<file path="config.mk">
export PLATFORM = sky130hd
export DESIGN_NAME = adcpf_ctrl
export DESIGN_NICKNAME = d
export VERILOG_FILES = /design/src/adcpf_pkg.sv /design/src/adcpf_result_mem.sv /design/src/adcpf_ctrl.sv
export SDC_FILE = /design/constraint.sdc
export NUM_CORES = 1
export LEC_CHECK = 0
export BUFFER_PORTS_ARGS = -buffer_cell sky130_fd_sc_hd__buf_2
export CORE_UTILIZATION = 50
export DETAILED_ROUTE_END_ITERATION = 8
export GPL_ROUTABILITY_DRIVEN = 0
export PLACE_DENSITY = 0.87
export SLEW_MARGIN = 20
export SYNTH_ARGS = -nofsm -noshare
export SYNTH_HDL_FRONTEND = slang
export SYNTH_SLANG_ARGS = --single-unit
</file>
<file path="constraint.sdc">
create_clock -name sys_clk -period 1.9 [get_ports sys_clk]
set_input_delay 0.095 -clock sys_clk [delete_from_list [all_inputs] [get_ports sys_clk]]
set_output_delay 0.095 -clock sys_clk [all_outputs]
set_load 0.01 [all_outputs]
</file>
<file path="src/adcpf_pkg.sv">
// Package for the scan and power-fail compare sequencer.
// Assumes a 32-bit classic Wishbone register bus and a 10-bit SAR core.
package adcpf_pkg;
	localparam int ADCPF_NCH    = 8;
	localparam int ADCPF_CHW    = 3;
	localparam int ADCPF_RESW   = 10;
	localparam int ADCPF_THRW   = 8;
	// Byte addresses of registers
	localparam logic [7:0] ADCPF_OFF_MODE   = 8'h00;
	localparam logic [7:0] ADCPF_OFF_CHSEL  = 8'h04;
	localparam logic [7:0] ADCPF_OFF_CMPM   = 8'h08;
	localparam logic [7:0] ADCPF_OFF_THR    = 8'h0C;
	localparam logic [7:0] ADCPF_OFF_IRQST  = 8'h10;
	localparam logic [7:0] ADCPF_OFF_IRQMSK = 8'h14;
	localparam logic [7:0] ADCPF_OFF_RES0   = 8'h20;
	// Mode register fields
	localparam int ADCPF_BIT_CE   = 0;
	localparam int ADCPF_BIT_MD0  = 1;
	localparam int ADCPF_BIT_EF   = 3;
	// Compare mode fields
	localparam int ADCPF_BIT_PFE  = 0;
	localparam int ADCPF_BIT_PFC  = 1;
	// Status and mask fields
	localparam int ADCPF_BIT_END  = 0;
	// Reset values
	localparam logic [2:0] ADCPF_RST_MODE  = 3'h0;
	localparam logic [7:0] ADCPF_RST_THR   = 8'h00;
	localparam logic [1:0] ADCPF_RST_CMPM  = 2'h0;
	// Operation modes
	typedef enum logic [1:0]
	{
		ADCPF_CONT_SEL  = 2'b00,
		ADCPF_CONT_SCAN = 2'b01,
		ADCPF_ONE_SEL   = 2'b10,
		ADCPF_ONE_SCAN  = 2'b11
	} adcpf_mode_t;
	typedef enum logic [1:0]
	{
		ADCPF_IDLE = 2'b00,
		ADCPF_REQ  = 2'b01,
		ADCPF_WAIT = 2'b10
	} adcpf_state_t;
endpackage

</file>
<file path="src/adcpf_result_mem.sv">
// Result store, one word per analog channel.
// Assumes a single writer and a registered read port.
`timescale 1ns/100ps
module adcpf_result_mem
#(
	parameter int DEPTH = 8,
	parameter int AW    = 3,
	parameter int DW    = 10
)
(
	// Clock
	input  wire logic          sys_clk,
	// Write port
	input  wire logic          wrEn,
	input  wire logic [AW-1:0] wrAddr,
	input  wire logic [DW-1:0] wrData,
	// Read port
	input  wire logic [AW-1:0] rdAddr,
	output logic      [DW-1:0] rdData
);
	logic [DW-1:0] mem [DEPTH];

	always_ff @(posedge sys_clk)
	begin
		if (wrEn)
			mem[wrAddr] <= wrData;
		rdData <= mem[rdAddr];
	end
endmodule

</file>
<file path="src/adcpf_ctrl.sv">
// Sequencer, power-fail compare and Wishbone slave of the converter.
// Assumes a SAR core with start/done handshake and a channel select input.
//
// The register offsets and the Wishbone register port were decided locally.
`timescale 1ns/100ps
module adcpf_ctrl
	import adcpf_pkg::*;
#(
	parameter int NCH = adcpf_pkg::ADCPF_NCH
)
(
	// Clock and reset
	input  wire logic                              sys_clk,
	input  wire logic                              rst,
	// Wishbone slave
	input  wire logic                              wb_cyc_i,
	input  wire logic                              wb_stb_i,
	input  wire logic                              wb_we_i,
	input  wire logic [7:0]                        wb_adr_i,
	input  wire logic [3:0]                        wb_sel_i,
	input  wire logic [31:0]                       wb_dat_i,
	output logic      [31:0]                       wb_dat_o,
	output logic                                   wb_ack_o,
	// SAR core
	output logic                                   convStart,
	output logic      [adcpf_pkg::ADCPF_CHW-1:0]   analogInputChannel,
	input  wire logic                              convDone,
	input  wire logic [adcpf_pkg::ADCPF_RESW-1:0]  convData,
	// Interrupt
	output logic                                   conversionEndIrq
);
	import adcpf_pkg::*;

	typedef struct packed
	{
		logic                  ce;
		adcpf_mode_t           mode;
		logic                  ef;
		logic [ADCPF_CHW-1:0]  chSel;
		logic                  pfe;
		logic                  pfc;
		logic [ADCPF_THRW-1:0] thr;
		logic                  st;
		logic                  msk;
		adcpf_state_t          fsm;
		logic [ADCPF_CHW-1:0]  ch;
		logic                  gate;
		logic                  ack;
		logic                  rdMem;
		logic [31:0]           dat;
		logic                  start;
		logic                  irq;
	} adcpf_state_s_t;

	adcpf_state_s_t cur_r, cur_nxt;

	logic                 memWr;
	logic [ADCPF_RESW-1:0] memRd;

	// Unsigned compare of upper result bits
	function automatic logic cmpHit(input logic [ADCPF_RESW-1:0] d, input logic [ADCPF_THRW-1:0] t,
		input logic c);
		logic [ADCPF_THRW-1:0] hi;
		hi = d[ADCPF_RESW-1 -: ADCPF_THRW];
		cmpHit = c ? (hi < t) : (hi >= t);
	endfunction

	function automatic logic isScan(input adcpf_mode_t m);
		isScan = (m == ADCPF_CONT_SCAN) || (m == ADCPF_ONE_SCAN);
	endfunction

	adcpf_result_mem
	#(
		.DEPTH (NCH),
		.AW    (ADCPF_CHW),
		.DW    (ADCPF_RESW)
	)
	u_mem
	(
		.sys_clk (sys_clk),
		.wrEn    (memWr),
		.wrAddr  (cur_r.ch),
		.wrData  (convData),
		.rdAddr  (wb_adr_i[ADCPF_CHW+1:2]),
		.rdData  (memRd)
	);

	// Every completion in WAIT is stored regardless of compare outcome
	assign memWr = (cur_r.fsm == ADCPF_WAIT) && convDone && cur_r.ce;

	always_comb
	begin
		logic req;
		logic wr;
		logic done;
		logic last;
		logic hit;
		logic evt;
		logic abort;
		req  = 1'b0;
		wr   = 1'b0;
		done = 1'b0;
		last = 1'b0;
		hit  = 1'b0;
		evt  = 1'b0;
		abort = 1'b0;
		cur_nxt = cur_r;
		cur_nxt.start = 1'b0;

		// Bus slave: one wait state, ack dropped after one cycle
		req = wb_cyc_i && wb_stb_i && !cur_r.ack;
		wr  = req && wb_we_i && wb_sel_i[0];
		// Only config writes abort; status and mask writes must not lose a completion
		abort = wr && (wb_adr_i <= ADCPF_OFF_THR);
		cur_nxt.ack   = req;
		cur_nxt.rdMem = 1'b0;
		if (req && !wb_we_i)
		begin
			cur_nxt.dat = 32'h0000_0000;
			// Result window is eight words; anything above it reads as zero
			if (wb_adr_i[7:5] == ADCPF_OFF_RES0[7:5])
				cur_nxt.rdMem = 1'b1;
			else
				unique case (wb_adr_i)
					ADCPF_OFF_MODE:   cur_nxt.dat[3:0] = {cur_r.ef, cur_r.mode, cur_r.ce};
					ADCPF_OFF_CHSEL:  cur_nxt.dat[ADCPF_CHW-1:0] = cur_r.chSel;
					ADCPF_OFF_CMPM:   cur_nxt.dat[1:0] = {cur_r.pfc, cur_r.pfe};
					ADCPF_OFF_THR:    cur_nxt.dat[ADCPF_THRW-1:0] = cur_r.thr;
					ADCPF_OFF_IRQST:  cur_nxt.dat[ADCPF_BIT_END] = cur_r.st;
					ADCPF_OFF_IRQMSK: cur_nxt.dat[ADCPF_BIT_END] = cur_r.msk;
					default:          cur_nxt.dat = 32'h0000_0000;
				endcase
		end

		// Config writes restart the sequence from the beginning
		if (wr)
		begin
			unique case (wb_adr_i)
				ADCPF_OFF_MODE:
				begin
					cur_nxt.ce   = wb_dat_i[ADCPF_BIT_CE];
					cur_nxt.mode = adcpf_mode_t'(wb_dat_i[ADCPF_BIT_MD0 +: 2]);
					cur_nxt.fsm  = ADCPF_IDLE;
				end
				ADCPF_OFF_CHSEL:
				begin
					cur_nxt.chSel = wb_dat_i[ADCPF_CHW-1:0];
					cur_nxt.fsm   = ADCPF_IDLE;
				end
				ADCPF_OFF_CMPM:
				begin
					cur_nxt.pfe = wb_dat_i[ADCPF_BIT_PFE];
					cur_nxt.pfc = wb_dat_i[ADCPF_BIT_PFC];
					cur_nxt.fsm = ADCPF_IDLE;
				end
				ADCPF_OFF_THR:
				begin
					cur_nxt.thr = wb_dat_i[ADCPF_THRW-1:0];
					cur_nxt.fsm = ADCPF_IDLE;
				end
				ADCPF_OFF_IRQMSK: cur_nxt.msk = wb_dat_i[ADCPF_BIT_END];
				default:          cur_nxt.msk = cur_r.msk;
			endcase
		end

		// Sequencer
		unique case (cur_r.fsm)
			ADCPF_IDLE:
			begin
				if (cur_r.ce && !abort)
				begin
					cur_nxt.ch    = isScan(cur_r.mode) ? '0 : cur_r.chSel;
					cur_nxt.gate  = 1'b1;
					cur_nxt.start = 1'b1;
					cur_nxt.ef    = 1'b1;
					cur_nxt.fsm   = ADCPF_WAIT;
				end
			end
			ADCPF_REQ:
			begin
				if (!abort)
				begin
					cur_nxt.start = 1'b1;
					cur_nxt.fsm   = ADCPF_WAIT;
				end
			end
			ADCPF_WAIT:
			begin
				if (convDone && !abort)
				begin
					done = 1'b1;
					last = !isScan(cur_r.mode) || (cur_r.ch == cur_r.chSel);
					hit  = cmpHit(convData, cur_r.thr, cur_r.pfc);
					// Scan modes judge channel 0 only
					if (cur_r.pfe && (cur_r.ch == '0 || !isScan(cur_r.mode)))
						cur_nxt.gate = hit;
					if (last)
					begin
						// Compare off always passes; on, gate holds outcome
						evt = cur_r.pfe ? (isScan(cur_r.mode) ? (cur_r.ch == '0 ? hit : cur_r.gate) : hit)
							: 1'b1;
						if (cur_r.mode == ADCPF_ONE_SEL || cur_r.mode == ADCPF_ONE_SCAN)
						begin
							cur_nxt.ce  = 1'b0;
							cur_nxt.ef  = 1'b0;
							cur_nxt.fsm = ADCPF_IDLE;
						end
						else
						begin
							cur_nxt.ch   = isScan(cur_r.mode) ? '0 : cur_r.chSel;
							cur_nxt.gate = 1'b1;
							cur_nxt.fsm  = ADCPF_REQ;
						end
					end
					else
					begin
						cur_nxt.ch  = cur_r.ch + 1'b1;
						cur_nxt.fsm = ADCPF_REQ;
					end
				end
			end
			default: cur_nxt.fsm = ADCPF_IDLE;
		endcase

		// Enable cleared: back to idle, ef and start cleared
		if (!cur_nxt.ce)
		begin
			cur_nxt.fsm   = ADCPF_IDLE;
			cur_nxt.ef    = 1'b0;
			cur_nxt.start = 1'b0;
		end

		// Sticky status: set beats write-one clear
		if (wr && wb_adr_i == ADCPF_OFF_IRQST && wb_dat_i[ADCPF_BIT_END])
			cur_nxt.st = 1'b0;
		if (done && evt)
			cur_nxt.st = 1'b1;
		cur_nxt.irq = cur_nxt.st && cur_nxt.msk;
	end

	always_ff @(posedge sys_clk)
	begin
		if (rst)
		begin
			cur_r       <= '0;
			cur_r.mode  <= ADCPF_CONT_SEL;
			cur_r.fsm   <= ADCPF_IDLE;
			cur_r.thr   <= ADCPF_RST_THR;
			cur_r.gate  <= 1'b1;
		end
		else
			cur_r <= cur_nxt;
	end

	assign wb_ack_o           = cur_r.ack;
	assign wb_dat_o           = cur_r.rdMem ? {22'h00_0000, memRd} : cur_r.dat;
	assign convStart          = cur_r.start;
	assign analogInputChannel = cur_r.ch;
	assign conversionEndIrq   = cur_r.irq;
endmodule

</file>
==> metrics.md, run 1 <==
| Metric | Value |
|---|---|
| Worst Setup SP | cur_r[51] |
| CTS Buffer Depth | 2 |
| Prevailing post-synth register cell | edfxtp_1 |
| Worst reg2reg path depth | 8 |
| Layout Utilization | 0.646 |
| P_leak | 2.68 nW |
| Synth top area share | 0.434 |
| Post-synth EDFFs | 80 |
| Starting Density | 0.511 |
| Drt wl/cell | 21.1 µm |
| Total Routing Usage GR | 0.251 |
| Clock Pin Slew Worst Setup and Hold Paths | 60 ps |
| Initial antenna violation count | 0 |
| Area delta synth->final | 26.3% |
| Worst Hold Class | primary input to flip-flop |
| Post-route setup TNS | -56.3 ps |
| Sequential area share after synthesis | 0.603 |
| Critical Path End Type | flip-flop |
| M1 wire length | 5450 µm |
| Nets@finish | 586 |
| Clock skew | 6.27 ps |
| Pwr Density | 911 nW/µm² |
| Share of cells above drive strength 1 | 0.352 |
| DIE HEIGHT | 107 µm |
| Slew margin rel. | 0.585 |
| WS Path Type | flip-flop to flip-flop |
| WP data required | 2320 ps |
| Via count | 3880 |
| IO Pins | 98 |
| Worst EP arrival | 2370 ps |
| Antenna-violating nets left | 0 |
| Die width | 107 µm |
| Dpl hpwl | 8020 µm |
| Cell Rows | 38 |
| FILL cells | 730 |
| Post-synthesis cell type count | 56 |
| Final setup viols | 2 |
| Worst vdd ir | 0.501 mV |
| Gate count of the mapped netlist | 410 |
| Mean Syn Cell Area | 13.5 µm² |
| Residual DRC | 0 |
| Fin. Hold Viols | 0 |
| Setup ws final | -54.9 ps |
| Total global routing overflow | 0 |
| Largest net degree at the start of global routing | 32 |
| CORE AREA | 10800 µm² |
| Fmax | 0.512 GHz |
| Synth top cells by count | 80 x edfxtp_1, 47 x dfxtp_1, 46 x nor2_1 |
| Metal3 WL | 1080 µm |
| Worst r2r src | cur_r[51] |
| Top layer in use | met4 |
| R2r setup slk | -50 ps |
| Slew @ Worst Pin | 622 ps |
| DR pass1 iterations | 5 |
| Minimum clock period | 1950 ps |
| Final Slew Violations | 0 |
| Ys async rst share | 0 |
| Count leader, synth | edfxtp_1 |
| CTS tree | yes |
| Hold_sp | rst |
| First-pass GRT wire length | 20600 µm |
| Clock sink count | 127 |
| DR vias/cell | 5.80 |
| Ranking of synthesized cells by area | edfxtp_1 43%, dfxtp_1 17%, mux4_2 8.1%, mux2i_1 3.6%, mux2_2 3.5% |
| N_diodes | 0 |
| RSZ-0062 raised after global routing | true |
| WL met2 | 6920 µm |
| Initial DRC Count | 368 |
| Mapped cell area | 5540 µm² |
| Startpoint Class | flip-flop |
| Num CTS Buffers | 17 |
| H-tree Lvls | 4 |
| Synth area leader | edfxtp_1 |
| Final period utilization | 1.03 |
| Routed WL | 14100 µm |
| Worst-Skew Late Latency | 530 ps |
| Yosys synthesis warning count | 0 |
| Failing checks | setup timing |
| Vias in the first global route | 3838 |
| Status | finished, violations left |
| CTS Root Cell | clkbuf_8 |
| Max-cap check violation count | 0 |
| Worst-path maximum fanout | 3 |
| Flops & latches, synth | 127 |
| Total power | 6.37 mW |
| Port bufs | 48 |
| Die area | 11500 µm² |
| Setup crit end | cur_r[36] |
| FF-to-FF End | cur_r[36] |
| Place WS | -81.1 ps |
worst max-delay path, cell delays in order (launching register included):
cell	delay (ps)
dfxtp_2	330
inv_2	40
ha_4	270
and4_4	240
nand2_2	50
a21o_1	180
nand3_2	90
or3b_4	380
a211o_1	260
logic make-up after synthesis:
family                   after synthesis  synth area share
AO/OA/AOI/OAI                         48            0.0589
XOR/XNOR                               4           0.00632
adder cells (fa/ha/maj)               10            0.0226
buffers and inverters                 53            0.0533
flip-flops                           127             0.603
multiplexers                          57             0.152
other                                  1          0.000677
AND/OR/NAND/NOR                      110             0.103
report_power, final:
group	internal (mW)	total (mW)	switching, mW
combinational	0.153	0.336	0.183
sequential	2.95	2.95	0.00702
clock	1.87	3.08	1.22
layout by cell type, fill, tap and decap left out, types with 16 or more instances in the layout:
cell type	synthesis	layout
mux4_2	20	20
dlygate4sd3_1	0	24
edfxtp_1	80	80
buf_2	2	47
nor2_1	46	46
mux2_2	17	17
conb_1	1	22
clkbuf_16	0	16
mux2i_1	20	20
dfxtp_1	47	40
nand2_1	19	17
buf_4	25	33
final cells by class:
type,count,area (µm²),area share
Clock inverter,13,136,0.0195
Clock buffer,19,422,0.0603
Multi-Input combinational cell,251,2120,0.303
Tap cell,140,175,0.0250
Timing Repair Buffer,105,743,0.106
Sequential cell,127,3350,0.479
Inverter,14,52.6,0.00751
sequential cells by signal, indices dropped and copies added, names as in the netlist:
name and cells:
u_mem.mem 80, cur_r 31, u_mem.rdData 10, analogInputChannel 3
convStart 1, conversionEndIrq 1, wb_ack_o 1
per-stage QoR:
| step | std cells | area [µm²] | hold WS, ps |
|---|---|---|---|
| floorplan | 431 | 5630 | 175 |
| global placement | 612 | 6050 | 323 |
| detailed placement | 612 | 6050 | 347 |
| CTS | 668 | 6940 | 57.8 |
| global route | 669 | 7000 | 79.8 |
| finish | 669 | 7000 | 71.7 |
timing repair:
action | in CTS | in global routing
pin swaps | 5 | 7
setup buffers | 0 | 2
hold buffers | 24 | 0
endpoints found under the hold margin | 99 | 0
setup endpoints to repair | 3 | 31
resized for setup | 18 | 15
cloned | 0 | 0
worst min-delay path by stage:
stage,cells past startpoint,endpoint,slack (ps)
final,2,cur_r[58],70
after global routing,2,cur_r[46],80
after CTS,2,cur_r[56],60
after detailed placement,3,cur_r[50],350
after global placement,3,cur_r[48],320
after floorplan,1,wb_ack_o,180
per-layer routing:
layer | up-vias | GRT usage
met1 | 1886 | 0.295
met2 | 242 | 0.409
met5 | - | 0
met3 | 60 | 0.0738
met4 | 0 | 0.147
li1 | 1692 | -
Note: power is estimated with default switching activity, not from simulation.
==> run 2: changes to the inputs <==
--- a/config.mk
+++ b/config.mk
@@ -9,7 +9,7 @@
 export CORE_UTILIZATION = 50
 export DETAILED_ROUTE_END_ITERATION = 8
 export GPL_ROUTABILITY_DRIVEN = 0
-export PLACE_DENSITY = 0.87
+export PLACE_DENSITY = 0.77
 export SLEW_MARGIN = 20
 export SYNTH_ARGS = -nofsm -noshare
 export SYNTH_HDL_FRONTEND = slang
==> metrics.md, run 2 (synthesis gave the netlist of run 1 again) <==
| Metric | Value |
|---|---|
| Most flops, register | u_mem.mem |
| WS Path Type | flip-flop to flip-flop |
| Slew margin rel. | 0.601 |
| Worst path cell trace | inv_2, ha_4, nor2b_4, o211ai_1, nand4_1, nand3_2, or3b_4, a211o_1 |
| Met2 Use GR | 0.381 |
| CORE AREA | 10800 µm² |
| DR vias/cell | 5.46 |
| Initial antenna violation count | 0 |
| Area delta synth->final | 26.0% |
| Die width | 107 µm |
| Share of cells above drive strength 1 | 0.340 |
| Crit-path slowest cell | or3b_4 |
| Total power | 6.28 mW |
| Residual DRC | 0 |
| Dpl hpwl | 8060 µm |
| Top flop regs | u_mem.mem (80), cur_r (31), u_mem.rdData (10) |
| R2r setup slk | -30 ps |
| Clock Pin Slew Worst Setup and Hold Paths | 60 ps |
| Startpoint Class | flip-flop |
| Worst vdd ir | 0.545 mV |
| Clock skew | 11.3 ps |
| CTS Root Cell | clkbuf_8 |
| Crit-path max cell delay | 370 ps |
| Fmax | 0.518 GHz |
| Post-route setup TNS | -29.5 ps |
| CTS tree | yes |
| Grt peak-use layer | met2 |
| FF-to-FF End | cur_r[36] |
| IO Pins | 98 |
| Nets@finish | 590 |
| Cell Rows | 38 |
| Via count | 3667 |
| DR pass1 iterations | 6 |
| Min-Delay Endpoint | cur_r[59] |
| Hold Path Stages | 2 |
| Placed Instances | 616 |
| Slew @ Worst Pin | 598 ps |
| Status | finished, violations left |
| Layout Utilization | 0.644 |
| Port bufs | 48 |
| WP data required | 2320 ps |
| Worst-path maximum fanout | 2 |
| First-pass GRT wire length | 19200 µm |
| Max-cap check violation count | 0 |
| Starting Density | 0.511 |
| Worst EP arrival | 2350 ps |
| Antenna-violating nets left | 0 |
| Routed WL | 12200 µm |
| Final period utilization | 1.02 |
| N_diodes | 0 |
| Total Routing Usage GR | 0.233 |
| Largest net degree at the start of global routing | 32 |
| M3 GR Usage | 0.0563 |
| Worst-Skew Late Latency | 530 ps |
| Vias in the first global route | 3734 |
| Failing checks | setup timing |
| FILL cells | 791 |
| Die area | 11500 µm² |
| RSZ-0062 raised after global routing | true |
| Drt wl/cell | 18.2 µm |
| Total global routing overflow | 0 |
| Hold slack final | 55.6 ps |
| Num CTS Buffers | 17 |
| Final setup viols | 1 |
| Hold_sp | rst |
| Fin. Hold Viols | 0 |
| P_leak | 2.70 nW |
| Minimum clock period | 1930 ps |
| H-tree Lvls | 4 |
| Met1 Use GR | 0.294 |
| Setup ws final | -29.5 ps |
| Pwr Density | 899 nW/µm² |
| Worst reg2reg path depth | 8 |
| Max reg flops | 80 |
| Worst r2r src | cur_r[45] |
| Worst Hold Class | primary input to flip-flop |
| Initial DRC Count | 266 |
| Filler-free cell count of the finished design | 672 |
| Most frequent cells in the layout | 80 x edfxtp_1, 48 x buf_2, 45 x nor2_1 |
| Clock sink count | 127 |
| Final Slew Violations | 0 |
| DIE HEIGHT | 107 µm |
| Critical Path End Type | flip-flop |
| CTS Buffer Depth | 2 |
| Commonest non-fill, non-tap cell in the layout | edfxtp_1 |
-- run 2: changes by cell type in the layout (fill, tap and decap cells not counted), sizes merged --
| cell | previous run | this run |
|---|---|---|
| buf | 81 | 85 |
| bufinv | 2 | 1 |
| clkinv | 6 | 7 |
| inv | 17 | 16 |
-- run 2: how the worst max path moves through the flow --
stage,from,to,slack (ps)
floorplan,cur_r[41],u_mem.mem[0][0],0.5
finish,cur_r[45],cur_r[36],-30
global route,cur_r[51],cur_r[36],-70
global placement,cur_r[45],cur_r[36],-30
CTS,cur_r[45],cur_r[36],-50
detailed placement,cur_r[45],cur_r[36],-100
-- run 2: repair_timing --
item | 4_1_cts | 5_1_grt
endpoints found under the hold margin | 96 | 0
pin swaps | 7 | 9
setup endpoints to repair | 2 | 15
hold buffers | 24 | 0
buffers inserted | 1 | 0
resized for setup | 11 | 9
-- run 2: cell type report --
type	instances	area (µm²)	area share
repair buffers	109	771	0.110
clock inverters	12	113	0.0161
multi-input cells	251	2080	0.298
flip-flops and latches	127	3350	0.480
well taps	140	175	0.0251
clock buffers	19	442	0.0633
inverters	14	52.6	0.00753
-- run 2: per-stage QoR --
step,setup slack [ps],cell area [µm²]
3_5_place_dp,-103,6080
6_report,-29.5,6980
5_1_grt,-73.1,6980
4_1_cts,-50.9,6950
3_3_place_gp,-29.3,6080
2_1_floorplan,0.450,5630
-- run 2: worst max-delay path: cells and delay by family, from the launching register on --
kind,cells,cell delay (ps)
simple gates,4,760
compound gates,2,490
flops,1,330
fa+ha+maj,1,200
buf+inv,1,40
-- run 2: metal layers --
metal  wire [µm]  share of wire
met5           0              0
met4         306          0.025
met2        6000           0.49
met3         722          0.059
met1        5190           0.42
-- run 2: where the power goes --
group	leakage, nW	total, mW	internal [mW]	switching [mW]
clock	0.270	2.99	1.80	1.19
sequential	1.10	2.95	2.95	0.00629
combinational	1.32	0.331	0.155	0.175
==> run 3: changes to the inputs <==
--- a/config.mk
+++ b/config.mk
@@ -5,6 +5,7 @@
 export SDC_FILE = /design/constraint.sdc
 export NUM_CORES = 1
 export LEC_CHECK = 0
+export ABC_AREA = 1
 export BUFFER_PORTS_ARGS = -buffer_cell sky130_fd_sc_hd__buf_2
 export CORE_UTILIZATION = 50
 export DETAILED_ROUTE_END_ITERATION = 8
==> metrics.md, run 3 <==
| Metric | Value |
|---|---|
| Prevailing post-synth register cell | edfxtp_1 |
| First-pass GRT wire length | 20400 µm |
| Sw frac | 0.248 |
| DIE HEIGHT | 107 µm |
| # Post-CTS Setup Buffers | 0 |
| Num CTS Buffers | 17 |
| Mapped cell area | 5530 µm² |
| IO Pins | 98 |
| DR pass1 iterations | 5 |
| CORE AREA | 10800 µm² |
| Initial DRC Count | 371 |
| WL met2 | 6770 µm |
| Post-synthesis cell type count | 32 |
| Pwr Density | 937 nW/µm² |
| Initial antenna violation count | 0 |
| Total global routing overflow | 0 |
| Placed Instances | 742 |
| Residual DRC | 0 |
| Worst vdd ir | 0.562 mV |
| Power share of the combinational group | 0.051 |
| Die width | 107 µm |
| Final setup viols | 0 |
| Top layer in use | met4 |
| Dpl hpwl | 8300 µm |
| WP data required | 1800 ps |
| Count leader, synth | nand2_1 |
| Mean Syn Cell Area | 9.96 µm² |
| Power Internal | 4.74 mW |
| Status | finished, final reports clean |
| N_diodes | 0 |
| Clock skew | 11.9 ps |
| P_leak | 2.72 nW |
| Antenna-violating nets left | 0 |
| Hold slack final | 69.4 ps |
| Final period utilization | 0.951 |
| WS Path Type | flip-flop to primary output |
| CTS tree | yes |
| Ranking of synthesized cells by area | edfxtp_1 43%, dfxtp_1 17%, nand2_1 8.8%, buf_4 3.4%, nor2_1 3.3% |
| Sequential area share after synthesis | 0.605 |
| Ys async rst share | 0 |
| CTS Root Cell | clkbuf_8 |
| FILL cells | 807 |
| M1 wire length | 5020 µm |
| Fin. Hold Viols | 0 |
| Flops & latches, synth | 127 |
| Filler-free cell count of the finished design | 800 |
| Die area | 11500 µm² |
| CTS Buffer Depth | 2 |
| Synth top area share | 0.434 |
| Switching pwr | 1.57 mW |
| Power share of the sequential group | 0.468 |
| Port bufs | 48 |
| Largest net degree at the start of global routing | 21 |
| Synth area leader | edfxtp_1 |
| DR vias/cell | 5.32 |
| Worst-Skew Late Latency | 520 ps |
| Clock Pin Slew Worst Setup and Hold Paths | 60 ps |
| Nets@finish | 717 |
| Clock sink count | 127 |
| Most flops, register | u_mem.mem |
| Post-synth EDFFs | 80 |
| Via count | 4255 |
| Worst EP arrival | 1710 ps |
| Max reg flops | 80 |
| Synth top cells by count | 129 x nand2_1, 80 x edfxtp_1, 49 x nor2_1 |
| Area delta synth->final | 21.7% |
| Drt wl/cell | 16.0 µm |
| Starting Density | 0.512 |
| Worst-path maximum fanout | 11 |
| Worst Hold Class | primary input to flip-flop |
| Commonest non-fill, non-tap cell in the layout | nand2_1 |
| Yosys synthesis warning count | 0 |
| Vias in the first global route | 4179 |
| Fmax | 0.554 GHz |
| Top flop regs | u_mem.mem (80), cur_r (31), u_mem.rdData (10) |
| H-tree Lvls | 4 |
| Final Slew Violations | 0 |
| Gate count of the mapped netlist | 555 |
| Max-cap check violation count | 0 |
| Metal3 WL | 718 µm |
| Share of cells above drive strength 1 | 0.191 |
| Most frequent cells in the layout | 129 x nand2_1, 80 x edfxtp_1, 48 x nor2_1, 48 x buf_2, 47 x dfxtp_1 |
| Cell Rows | 38 |
| Critical Path End Type | primary output |
| Startpoint Class | flip-flop |
| Clock Power Share | 0.481 |
| Total Routing Usage GR | 0.239 |
| Minimum clock period | 1810 ps |
| Routed WL | 12800 µm |
==> run 3: changes by cell type in the layout (fill, tap and decap cells not counted), moves of 8 or more <==
cell and change:
a21oi_1 +17, a22oi_1 +11, a31oi_1 +10, buf_4 -19
inv_1 +34, mux2_2 -10, mux2i_1 -20, mux4_2 -20
nand2_1 +110, nand3_1 +9, nand4_1 +8, o21ai_0 +18
==> run 3: through the flow <==
step | util | TNS, ps | total power, mW | area, µm² | setup slack (ps)
2_1_floorplan | - | 0 | 3.19 | 5610 | 197
3_3_place_gp | 0.547 | 0 | 3.27 | 5900 | 304
3_5_place_dp | 0.547 | 0 | 3.28 | 5900 | 284
4_1_cts | 0.622 | 0 | 6.32 | 6720 | 41.3
5_1_grt | 0.624 | -26.0 | 6.50 | 6730 | -26.0
6_report | 0.624 | 0 | 6.31 | 6730 | 93.3
==> run 3: critical path, stage by stage, from the launching register on <==
cell and delay, ps:
dfxtp_1 630, mux2_2 410, buf_2 150
==> run 3: timing repair <==
item	in CTS	in global routing
gates resized for setup	0	4
hold buffers	26	0
endpoints found under the hold margin	110	0
endpoints found under the setup margin	0	2
==> run 3: kinds of logic after synthesis <==
| kind of cell | count (synthesis) | share of synthesized area |
|---|---|---|
| AO/OA/AOI/OAI | 94 | 0.100 |
| XOR/XNOR | 4 | 0.00633 |
| adder cells (fa/ha/maj) | 10 | 0.0226 |
| buffers and inverters | 90 | 0.0794 |
| flip-flops | 127 | 0.605 |
| multiplexers | 7 | 0.0143 |
| other | 1 | 0.000678 |
| AND/OR/NAND/NOR | 222 | 0.172 |
==> run 3: power groups by stage <==
stage | registers (mW) | clock network [mW] | logic (mW)
final | 2.95 | 3.03 | 0.320
after global routing | 2.96 | 3.19 | 0.355
after CTS | 2.95 | 3.05 | 0.313
after detailed placement | 3.01 | 0 | 0.271
after global placement | 3.01 | 0 | 0.262
after floorplan | 3.01 | 0 | 0.183
==> run 3: path summary, 6_finish.rpt <==
path,end,slack (ps),from,cells past startpoint
setup / recovery,wb_dat_o[4],90,cur_r[34],2
hold / removal,cur_r[40],70,wb_adr_i[2],4
setup reg to reg,conversionEndIrq,200,cur_r[51],12
hold reg to reg,cur_r[2],460,cur_r[2],2
==> run 3: layout make-up <==
| cell class | instances | area (µm²) | share of cell area |
|---|---|---|---|
| repair buffers | 91 | 631 | 0.0937 |
| clock inverters | 15 | 139 | 0.0206 |
| clock buffers | 17 | 414 | 0.0615 |
| inverters | 51 | 191 | 0.0284 |
| multi-input cells | 359 | 1840 | 0.273 |
| well taps | 140 | 175 | 0.0260 |
| flip-flops and latches | 127 | 3340 | 0.497 |
==> run 3: layer usage <==
| layer | vias to the layer above | global-route usage |
|---|---|---|
| met3 | 29 | 0.0644 |
| li1 | 2035 | - |
| met4 | 0 | 0.0881 |
| met1 | 2029 | 0.279 |
| met2 | 162 | 0.418 |
| met5 | - | 0 |
